[config.mk]
export PLATFORM = sky130hd
export DESIGN_NAME = hot_redundancy_supervisor
export DESIGN_NICKNAME = d
export VERILOG_FILES = /design/src/hdl/hrs_pkg.sv /design/src/hdl/hot_redundancy_supervisor.sv
export SDC_FILE = /design/constraint.sdc
export NUM_CORES = 1
export LEC_CHECK = 0
export ABC_AREA = 1
export BUFFER_PORTS_ARGS = -buffer_cell sky130_fd_sc_hd__clkbuf_2
export CAP_MARGIN = 15
export CORE_MARGIN = 5
export CORE_UTILIZATION = 30
export DETAILED_ROUTE_END_ITERATION = 7
export PLACE_DENSITY_LB_ADDON = 0.1
export SKIP_CTS_REPAIR_TIMING = 1
export SYNTH_ARGS = -nofsm -noshare
export SYNTH_HDL_FRONTEND = slang
export SYNTH_SLANG_ARGS = --single-unit
[constraint.sdc]
create_clock -name mclk_in -period 2.66 [get_ports mclk_in]
set_clock_uncertainty 0.05 [all_clocks]
set_input_delay 0.532 -clock mclk_in [delete_from_list [all_inputs] [get_ports mclk_in]]
set_output_delay 0.532 -clock mclk_in [all_outputs]
set_load 0.005 [all_outputs]
[src/hdl/hrs_pkg.sv]
// Constants shared by the hot redundancy supervisor.
package hrs_pkg;
	// Role encoding held in the role register.
	localparam logic [1:0] ROLE_OFF    = 2'h0;
	localparam logic [1:0] ROLE_BACKUP = 2'h1;
	localparam logic [1:0] ROLE_MASTER = 2'h2;
	// Register byte addresses.
	localparam logic [7:0] ADDR_ROLE   = 8'h00;
	localparam logic [7:0] ADDR_CFG    = 8'h04;
	localparam logic [7:0] ADDR_KEY    = 8'h08;
	localparam logic [7:0] ADDR_OPMODE = 8'h0c;
	localparam logic [7:0] ADDR_STATUS = 8'h10;
	// Configuration word fields: reset mode, local assignment, expansion mapping.
	localparam int CFG_W       = 9;
	localparam int CFG_RSTMODE = 0;
	localparam int CFG_ASN_LO  = 1;
	localparam int CFG_EXP_LO  = 5;
	localparam int FN_RELAY    = 0;
	localparam int FN_HANDOVER = 1;
	localparam int FN_FEEDBACK = 2;
	localparam int FN_INDIC    = 3;
	localparam logic [CFG_W-1:0] CFG_RESET = 9'h000;
	// Super-user key; the value is arbitrary.
	localparam logic [31:0] SU_KEY = 32'h5eca_0001;
	// Timing figures in milliseconds and the clock rate.
	localparam int CLK_HZ      = 100_000_000;
	localparam int CYC_PER_MS  = CLK_HZ / 1000;
	localparam int T_DTR_MS    = 5;
	localparam int T_TX_MS     = 100;
	localparam int T_RXTO_MS   = 250;
	localparam int T_DSRTO_MS  = 25;
	localparam int T_HOLD_MS   = 200;
	localparam int T_BOOTM_MS  = 500;
	localparam int T_BOOTB_MS  = 1000;
	localparam int DTR_CYC     = T_DTR_MS * CYC_PER_MS;
	localparam int TX_CYC      = T_TX_MS * CYC_PER_MS;
	localparam int RXTO_CYC    = T_RXTO_MS * CYC_PER_MS;
	localparam int DSRTO_CYC   = T_DSRTO_MS * CYC_PER_MS;
	localparam int HOLD_CYC    = T_HOLD_MS * CYC_PER_MS;
	localparam int BOOTM_CYC   = T_BOOTM_MS * CYC_PER_MS;
	localparam int BOOTB_CYC   = T_BOOTB_MS * CYC_PER_MS;
	localparam int CNT_W       = 27;
	// Supervisor states.
	typedef enum logic [1:0] {ST_BOOT, ST_STANDBY, ST_ACTIVE} sup_state_t;
endpackage

[src/hdl/hot_redundancy_supervisor.sv]
// Hot redundancy supervisor: role, handover, relay control and peer data alignment.
//
// Overview of operation
// [RL1] Role register: 0 off, 1 backup, 2 master.
// [RL2] Role writes need super-user key first.
// [RL3] Same role on both units raises alarm.
// [RL4] Same role: both active, backup relay off.
// [RL5] Master sends config, role excluded, to backup.
// [RL6] Copied config carries I/O assignment fields.
// [RL7] Missing mandatory assignment raises configuration alarm.
// [RL8] Functions mapped to expansion count as missing.
// [RL9] Only active backup drives transfer relay.
// [RL10] Assigned indicator shows active role.
// [RL11] Handover acts on rising edge only.
// [RL12] Reset mode: handover only when both off.
// [RL13] Expected feedback: master not active, backup active.
// [RL14] Only backup warns on feedback mismatch.
// [RL15] Only active unit enables CAN transmit.
// [RL16] Virtual inputs exchanged; standby uses peer copy.
// [RL17] New active keeps shared analogue for hold.
// [RL18] New active keeps shared speed for hold.
// [RL19] Standby follows peer excitation command.
// [RL20] DTR toggles, status sent, peer timeouts.
// [RL21] Boot waits standby: 500 or 1000 ms.
// [RL22] Reset to standby, flags cleared.
//
// Design decisions made here: the register addresses and the strobed register port.
`timescale 1ns/1ps
`default_nettype none
module hot_redundancy_supervisor #(
	parameter int ANA_W      = 16,
	parameter int SPD_W      = 16,
	parameter int VIRT_W     = 8,
	parameter int DTR_CYCLES = hrs_pkg::DTR_CYC,
	parameter int TX_CYCLES  = hrs_pkg::TX_CYC,
	parameter int RXTO_CYCLES  = hrs_pkg::RXTO_CYC,
	parameter int DSRTO_CYCLES = hrs_pkg::DSRTO_CYC,
	parameter int HOLD_CYCLES  = hrs_pkg::HOLD_CYC,
	parameter int BOOTM_CYCLES = hrs_pkg::BOOTM_CYC,
	parameter int BOOTB_CYCLES = hrs_pkg::BOOTB_CYC
) (
	input  wire logic                      mclk_in,
	input  wire logic                      rst_n_in,
	input  wire logic [7:0]                addr_in,
	input  wire logic [31:0]               wdata_in,
	input  wire logic                      wr_in,
	input  wire logic                      rd_in,
	output logic      [31:0]               rdata_out,
	input  wire logic                      handover_request_in,
	input  wire logic                      transfer_relay_feedback_in,
	input  wire logic                      peer_dsr_in,
	input  wire logic                      peer_msg_valid_in,
	input  wire logic [1:0]                peer_role_in,
	input  wire logic                      peer_active_in,
	input  wire logic                      peer_off_in,
	input  wire logic [hrs_pkg::CFG_W-1:0] peer_cfg_in,
	input  wire logic [ANA_W-1:0]          peer_analog_in,
	input  wire logic [SPD_W-1:0]          peer_speed_in,
	input  wire logic [VIRT_W-1:0]         peer_virt_in,
	input  wire logic                      peer_excite_in,
	input  wire logic [ANA_W-1:0]          local_analog_in,
	input  wire logic [SPD_W-1:0]          local_speed_in,
	input  wire logic [VIRT_W-1:0]         local_virt_in,
	input  wire logic                      local_excite_in,
	output logic                           peer_dtr_out,
	output logic                           msg_send_out,
	output logic      [1:0]                msg_role_out,
	output logic                           msg_active_out,
	output logic                           msg_off_out,
	output logic      [hrs_pkg::CFG_W-1:0] msg_cfg_out,
	output logic      [ANA_W-1:0]          msg_analog_out,
	output logic      [SPD_W-1:0]          msg_speed_out,
	output logic      [VIRT_W-1:0]         msg_virt_out,
	output logic                           msg_excite_out,
	output logic                           transfer_relay_cmd_out,
	output logic                           in_control_indicator_out,
	output logic                           can_tx_en_out,
	output logic                           wrong_config_alarm_out,
	output logic                           relay_failure_warning_out,
	output logic      [ANA_W-1:0]          analog_used_out,
	output logic      [SPD_W-1:0]          speed_used_out,
	output logic      [VIRT_W-1:0]         virt_used_out,
	output logic                           excite_out
);
	import hrs_pkg::*;

	// Parameters the counters cannot serve are refused.
	if (ANA_W < 1 || SPD_W < 1 || VIRT_W < 1 || BOOTB_CYCLES >= (1 << CNT_W)
		|| DTR_CYCLES < 1 || HOLD_CYCLES < 1 || BOOTM_CYCLES < 1) begin : g_bad
		$error("hot_redundancy_supervisor: unsupported parameter value");
	end

	localparam logic [CNT_W-1:0] DTR_LAST = CNT_W'(DTR_CYCLES - 1);
	localparam logic [CNT_W-1:0] TX_LAST  = CNT_W'(TX_CYCLES - 1);
	localparam logic [CNT_W-1:0] RXTO_N   = CNT_W'(RXTO_CYCLES);
	localparam logic [CNT_W-1:0] DSRTO_N  = CNT_W'(DSRTO_CYCLES);
	localparam logic [CNT_W-1:0] HOLD_N   = CNT_W'(HOLD_CYCLES);
	localparam logic [CNT_W-1:0] BOOTM_N  = CNT_W'(BOOTM_CYCLES);
	localparam logic [CNT_W-1:0] BOOTB_N  = CNT_W'(BOOTB_CYCLES);

	typedef struct packed {
		sup_state_t         st;
		logic [1:0]         role;
		logic [CFG_W-1:0]   cfg;
		logic               su_ok;
		logic               local_off;
		logic               ho_prev;
		logic [CNT_W-1:0]   boot_cnt;
		logic [CNT_W-1:0]   dtr_cnt;
		logic [CNT_W-1:0]   tx_cnt;
		logic [CNT_W-1:0]   rx_cnt;
		logic [CNT_W-1:0]   dsr_cnt;
		logic [CNT_W-1:0]   hold_cnt;
		logic               dsr_prev;
		logic               peer_seen;
		logic [1:0]         peer_role;
		logic               peer_active;
		logic               peer_off;
		logic               peer_excite;
		logic [ANA_W-1:0]   sh_analog;
		logic [SPD_W-1:0]   sh_speed;
		logic [VIRT_W-1:0]  sh_virt;
		logic               dtr;
		logic               msg_send;
		logic               relay;
		logic               indic;
		logic               can_tx;
		logic               alarm;
		logic               warn;
		logic [ANA_W-1:0]   ana_used;
		logic [SPD_W-1:0]   spd_used;
		logic [VIRT_W-1:0]  virt_used;
		logic               excite;
		logic [31:0]        rdata;
	} sup_t;

	sup_t s_reg;
	sup_t s_next;

	logic peer_ok;
	logic same_role;
	logic missing;
	logic ho_edge;
	logic ho_allowed;
	logic fb_expected;
	logic active_next;

	// Peer health, configuration checks and handover qualification.
	always_comb begin
		peer_ok = s_reg.peer_seen && (s_reg.rx_cnt < RXTO_N) && (s_reg.dsr_cnt < DSRTO_N); // RL20
		same_role = (s_reg.role != ROLE_OFF) && peer_ok && (s_reg.peer_role == s_reg.role); // RL3
		missing = 1'b0;
		for (int i = 0; i < 3; i++) begin
			if (!s_reg.cfg[CFG_ASN_LO+i] || s_reg.cfg[CFG_EXP_LO+i]) begin // RL7 RL8
				missing = 1'b1;
			end
		end
		ho_edge = handover_request_in && !s_reg.ho_prev; // RL11
		ho_allowed = ho_edge && (!s_reg.cfg[CFG_RSTMODE]
			|| (s_reg.local_off && s_reg.peer_off)); // RL12
	end

	// Next state of the whole supervisor.
	always_comb begin
		s_next = s_reg;
		s_next.msg_send = 1'b0;
		s_next.ho_prev = handover_request_in;
		s_next.dsr_prev = peer_dsr_in;
		// Register writes; the role needs the key first.
		if (wr_in) begin
			case (addr_in)
				ADDR_ROLE: begin
					if (s_reg.su_ok && wdata_in[1:0] != 2'h3) begin
						s_next.role = wdata_in[1:0]; // RL1 RL2
					end
				end
				ADDR_CFG: s_next.cfg = wdata_in[CFG_W-1:0];
				ADDR_KEY: s_next.su_ok = (wdata_in == SU_KEY); // RL2
				ADDR_OPMODE: s_next.local_off = wdata_in[0];
				default: s_next.su_ok = s_reg.su_ok;
			endcase
		end
		// Link keep-alive: DTR toggle and periodic status message.
		if (s_reg.dtr_cnt == DTR_LAST) begin
			s_next.dtr_cnt = '0;
			s_next.dtr = !s_reg.dtr; // RL20
		end else begin
			s_next.dtr_cnt = s_reg.dtr_cnt + 1'b1;
		end
		if (s_reg.tx_cnt == TX_LAST) begin
			s_next.tx_cnt = '0;
			s_next.msg_send = (s_reg.role != ROLE_OFF); // RL20
		end else begin
			s_next.tx_cnt = s_reg.tx_cnt + 1'b1;
		end
		// Failure timers restart on each message and each DSR change.
		if (s_reg.rx_cnt != RXTO_N) begin
			s_next.rx_cnt = s_reg.rx_cnt + 1'b1;
		end
		if (s_reg.dsr_cnt != DSRTO_N) begin
			s_next.dsr_cnt = s_reg.dsr_cnt + 1'b1;
		end
		if (peer_dsr_in != s_reg.dsr_prev) begin
			s_next.dsr_cnt = '0; // RL20
		end
		if (peer_msg_valid_in) begin
			s_next.rx_cnt = '0;
			s_next.peer_seen = 1'b1;
			s_next.peer_role = peer_role_in;
			s_next.peer_active = peer_active_in;
			s_next.peer_off = peer_off_in;
			s_next.peer_excite = peer_excite_in; // RL19
			s_next.sh_virt = peer_virt_in; // RL16
			if (s_reg.hold_cnt == '0) begin
				s_next.sh_analog = peer_analog_in; // RL17
				s_next.sh_speed = peer_speed_in; // RL18
			end
			if (s_reg.role == ROLE_BACKUP && peer_role_in == ROLE_MASTER) begin
				s_next.cfg = peer_cfg_in; // RL5 RL6
			end
		end
		if (s_reg.hold_cnt != '0) begin
			s_next.hold_cnt = s_reg.hold_cnt - 1'b1;
		end
		if (s_reg.boot_cnt != '0) begin
			s_next.boot_cnt = s_reg.boot_cnt - 1'b1;
		end
		// Role state machine.
		case (s_reg.st)
			ST_BOOT: begin
				if (s_reg.role == ROLE_OFF || same_role) begin
					s_next.st = ST_ACTIVE; // RL4
				end else if (peer_ok && s_reg.peer_active) begin
					s_next.st = ST_STANDBY; // RL21
				end else if (s_reg.role == ROLE_MASTER && peer_ok) begin
					s_next.st = ST_ACTIVE;
				end else if (s_reg.boot_cnt == '0) begin
					s_next.st = ST_ACTIVE; // RL21
				end
			end
			ST_STANDBY: begin
				if (s_reg.role == ROLE_OFF || same_role) begin
					s_next.st = ST_ACTIVE; // RL4
				end else if (s_reg.role == ROLE_BACKUP && !peer_ok) begin
					s_next.st = ST_ACTIVE;
					s_next.hold_cnt = HOLD_N; // RL17 RL18
				end else if (s_reg.role == ROLE_MASTER && ho_allowed) begin
					s_next.st = ST_ACTIVE;
					s_next.hold_cnt = HOLD_N; // RL11
				end
			end
			ST_ACTIVE: begin
				if (s_reg.role == ROLE_BACKUP && !same_role && ho_allowed) begin
					s_next.st = ST_STANDBY; // RL11 RL12
				end else if (s_reg.role == ROLE_MASTER && !same_role && peer_ok
					&& s_reg.peer_active && s_reg.peer_role == ROLE_BACKUP) begin
					s_next.st = ST_STANDBY;
				end
			end
			default: s_next.st = ST_STANDBY;
		endcase
		// A new role restarts the power-on wait.
		if (s_next.role != s_reg.role) begin
			s_next.st = ST_BOOT;
			s_next.boot_cnt = (s_next.role == ROLE_MASTER) ? BOOTM_N : BOOTB_N; // RL21
		end
		active_next = (s_next.st == ST_ACTIVE);
		// Outputs registered from the next state.
		s_next.alarm = (s_reg.role != ROLE_OFF) && (same_role || missing); // RL3 RL7
		s_next.relay = (s_reg.role == ROLE_BACKUP) && active_next && !same_role; // RL4 RL9
		s_next.indic = (s_reg.role != ROLE_OFF) && active_next
			&& s_reg.cfg[CFG_ASN_LO+FN_INDIC] && !s_reg.cfg[CFG_EXP_LO+FN_INDIC]; // RL10
		s_next.can_tx = active_next; // RL15
		fb_expected = (s_reg.st == ST_ACTIVE); // RL13
		s_next.warn = (s_reg.role == ROLE_BACKUP) && !same_role && (s_reg.st != ST_BOOT)
			&& (s_reg.hold_cnt == '0) && (s_next.role == s_reg.role)
			&& (transfer_relay_feedback_in != fb_expected); // RL13 RL14
		s_next.ana_used = (active_next && s_next.hold_cnt == '0) ? local_analog_in
			: s_reg.sh_analog; // RL17
		s_next.spd_used = (active_next && s_next.hold_cnt == '0) ? local_speed_in
			: s_reg.sh_speed; // RL18
		s_next.virt_used = active_next ? local_virt_in : s_reg.sh_virt; // RL16
		s_next.excite = (active_next || !peer_ok) ? local_excite_in
			: s_reg.peer_excite; // RL19
		// Read data for the cycle after the read strobe.
		s_next.rdata = '0;
		if (rd_in) begin
			case (addr_in)
				ADDR_ROLE: s_next.rdata = {30'h0, s_reg.role};
				ADDR_CFG: s_next.rdata = {{(32-CFG_W){1'b0}}, s_reg.cfg};
				ADDR_KEY: s_next.rdata = {31'h0, s_reg.su_ok};
				ADDR_OPMODE: s_next.rdata = {31'h0, s_reg.local_off};
				ADDR_STATUS: s_next.rdata = {24'h0, s_reg.peer_role, peer_ok, s_reg.warn,
					s_reg.alarm, (s_reg.st == ST_BOOT), (s_reg.st == ST_ACTIVE), s_reg.relay};
				default: s_next.rdata = '0;
			endcase
		end
	end

	// State register; reset leaves the unit disabled, standby, flags clear.
	always_ff @(posedge mclk_in or negedge rst_n_in) begin
		if (!rst_n_in) begin
			s_reg <= '0; // RL22
			s_reg.st <= ST_STANDBY;
			s_reg.cfg <= CFG_RESET;
		end else begin
			s_reg <= s_next;
		end
	end

	assign rdata_out = s_reg.rdata;
	assign peer_dtr_out = s_reg.dtr;
	assign msg_send_out = s_reg.msg_send;
	assign msg_role_out = s_reg.role;
	assign msg_active_out = s_reg.can_tx;
	assign msg_off_out = s_reg.local_off;
	assign msg_cfg_out = s_reg.cfg;
	assign msg_analog_out = s_reg.ana_used;
	assign msg_speed_out = s_reg.spd_used;
	assign msg_virt_out = s_reg.virt_used;
	assign msg_excite_out = s_reg.excite;
	assign transfer_relay_cmd_out = s_reg.relay;
	assign in_control_indicator_out = s_reg.indic;
	assign can_tx_en_out = s_reg.can_tx;
	assign wrong_config_alarm_out = s_reg.alarm;
	assign relay_failure_warning_out = s_reg.warn;
	assign analog_used_out = s_reg.ana_used;
	assign speed_used_out = s_reg.spd_used;
	assign virt_used_out = s_reg.virt_used;
	assign excite_out = s_reg.excite;
endmodule
`default_nettype wire

==> out/metrics.csv <==
stage,metric,value,unit
yosys,post-synthesis sequential area ratio,0.4551,
die,FP Rows,83,
cells_and_area,max FFs per register,213,
timing,minimum clock period,2.607,ns
yosys,Synth top area share,0.4534,
clock_network,CTS Buf Count,37,
cells_and_area,cell area after layout,19310,sq um
placement,dpl cells,2780,
critical_path,CP cell instances,nor2_2 > nand3_2 > nor3b_4 > nand2_2 > nand4_2 > nand2_2 > nor2_4 > nand2_4 > buf_6 > buf_4 > o31ai_4 > nand2_2 > nor2_4 > clkbuf_16 > nand4_1 > nand2_1,
die,core box area,51300,sq um
timing,final worst path period share,0.9800,
global_routing,vias in the first global route,13090,
global_routing,pin count of the biggest net entering global routing,67,
die,Ports,277,
placement,Detailed Place HPWL,34.50,mm
critical_path,CP most frequent cell,nand2_2,
route,Post-Route WL,45.58,mm
clock_network,CTS root buffer,clkbuf_16,
route,DRT Pass-1 Iters,5,
die,Die ar.,56340,sq um
critical_path,Buf/Inv on CP,3,
clock_network,clk sinks,282,
placement,DP Worst Slack,-0.03775,ns
timing,max-slew violation count,0,
pwr,LEAKAGE,9.801,nW
critical_path,WS Path Type,reg -> reg,
timing,worst setup margin,0.05307,ns
yosys,Cells after Synth,1896,
critical_path,CP Max Fanout,8,
clock_network,Worst-path clk slew,0.05,ns
clock_network,clock latency on the worst-skew pair,0.55,ns
clock_network,clock buffer depth,3,
route,routed vias/inst,4.598,
clock_network,CTS tree,done,
yosys,Yosys reg bits,282,
timing,Worst slew margin,0.5311,
placement,placed instance area,17330,sq um
yosys,main area contributors after synthesis,"dfrtp_1, nand2_1, inv_1, buf_4, nor2_1",
timing,Fin Hold WS,0.07007,ns
yosys,Yosys cell types,65,
cells_and_area,nets@finish,2319,
timing,RSZ-0062 raised after global routing,true,
yosys,top-count cell post-synth,nand2_1,
clock_network,htree depth,2,
yosys,asr flop ratio synth,1.000,
global_routing,Total GRT Usage,0.1551,
route,vias post-DR,13220,
timing,final hold viol count,0,
placement,IO Port Bufs,253,
critical_path,Crit path largest cell delay,0.41,ns
die,die height,237.4,um
yosys,"EDFF count, synth",0,
route,# DRC,0,
pwr,Peak VDD IR,0.3863,mV
critical_path,slowest stage cell on the critical path,dfrtp_1,
global_routing,first-pass GRT wire length,71.09,mm
die,Die X,237.4,um
timing,Fmax,0.3836,GHz
yosys,"Top FF cell, synth",dfrtp_1,
run,Max Cap Viol,0,
global_routing,initial antenna violation count,1,
route,Avg WL per Cell,15.85,um
yosys,Mapped Area,15510,sq um
pwr,Power Density,710.0,nW/um^2
timing,Slew @ Worst Pin,0.6969,ns
global_routing,total grt overflow,0,
cells_and_area,Non-Filler Instances,2875,
cells_and_area,share of cells above drive strength 1,0.2784,
yosys,synth cell count leaders,"nand2_1, dfrtp_1, inv_1, nor2_1, buf_4",
yosys,post-synth top area cell,dfrtp_1,
run_status,status,finished clean,
yosys,Avg Inst Size Synth,8.180,sq um
die,initial core utilization,0.3023,
critical_path,CP required,3.10,ns
cells_and_area,Area Overhead vs Synth,24.49,%
placement,gpl congestion,0.8664,
cells_and_area,antenna cell count,0,
cells_and_area,Filler Cells Inserted,5408,
cells_and_area,Finished Core Util,0.3763,
yosys,Synth Warn #,0,
critical_path,crit path capture type,register,
route,Detail Route Antenna Nets,0,
critical_path,startpoint types,register,
timing,Final setup violation count,0,
critical_path,CP arrival,3.05,ns
critical_path,Top Family by Delay on Critical Path,simple AND/OR/NAND/NOR gates,
worst_hold_path,Hold Path Class,in -> reg,
route,initial DRC count,680,
-- routing by layer --
layer	wire [um]	track usage	part of all wire	vias up
met5	11	0	0.00024	-
met4	1155	0.04705	0.025	2
met3	2293	0.03086	0.050	64
met2	20690	0.2463	0.45	273
met1	21420	0.2151	0.47	6295
li1	-	-	-	6586
-- logic make-up (layout without fill, tap and decap cells) --
kind of cell / count (synthesis) / count (layout) / share of synthesized area
mux: 32 / 32 / 0.02324
fa+ha+maj: 9 / 9 / 0.007261
compound gates: 217 / 217 / 0.07907
simple gates: 885 / 885 / 0.2704
flops: 282 / 282 / 0.4551
xor+xnor: 44 / 44 / 0.02582
buf+inv: 426 / 703 / 0.1388
other cells: 1 / 23 / 0.0002418
-- cells in the final DEF, fill, tap and decap left out, drive strengths merged, types with 32 or more instances in the layout --
master	instances
inv	266
mux2	32
clkbuf	307
o21ai	87
nor4	33
nand2	350
a21oi	80
dfrtp	281
nand3	97
nor3	69
buf	113
nor2	239
nand4	77
-- stage by stage --
stage / setup TNS (ns) / power [W]
2_1_floorplan: 0 / 0.006937
3_3_place_gp: -0.9687 / 0.008071
3_5_place_dp: -0.7582 / 0.008045
4_1_cts: -0.8107 / 0.01368
5_1_grt: -2.906 / 0.01450
6_report: 0 / 0.01371
-- power breakdown --
part	total, W	internal (W)	switching [W]
Sequential	0.00514	0.00472	0.000416
Combinational	0.00307	0.00122	0.00184
Clock	0.00550	0.00351	0.00199
-- final cells by class --
type / count / area, sq um / share of cell area
sequential: 282 / 7061 / 0.3657
multi-input combinational: 1210 / 6713 / 0.3477
timing repair buffer: 369 / 2328 / 0.1206
clock buffer: 52 / 1074 / 0.05560
inverter: 267 / 1005 / 0.05204
tap: 680 / 850.8 / 0.04407
clock inverter: 15 / 276.5 / 0.01432
-- path summary, 6_finish.rpt --
| check | end | start | cells after the start | slack (ns) |
|---|---|---|---|---|
| setup / recovery | msg_speed_out[12]$_DFF_PN0_ | s_reg[179]$_DFFE_PN0P_ | 16 | 0.05 |
| min in group asynchronous | s_reg[237]$_DFF_PN0_ | rst_n_in | 2 | 0.48 |
| setup reg to reg | msg_speed_out[12]$_DFF_PN0_ | s_reg[179]$_DFFE_PN0P_ | 16 | 0.05 |
| hold / removal | s_reg[126]$_DFF_PN0_ | peer_dsr_in | 1 | 0.07 |
| hold reg to reg | s_reg[235]$_DFF_PN0_ | s_reg[235]$_DFF_PN0_ | 1 | 0.41 |
| max in group asynchronous | s_reg[196]$_DFFE_PN0P_ | rst_n_in | 3 | 1.31 |
Power figures use the tool's default switching activity.
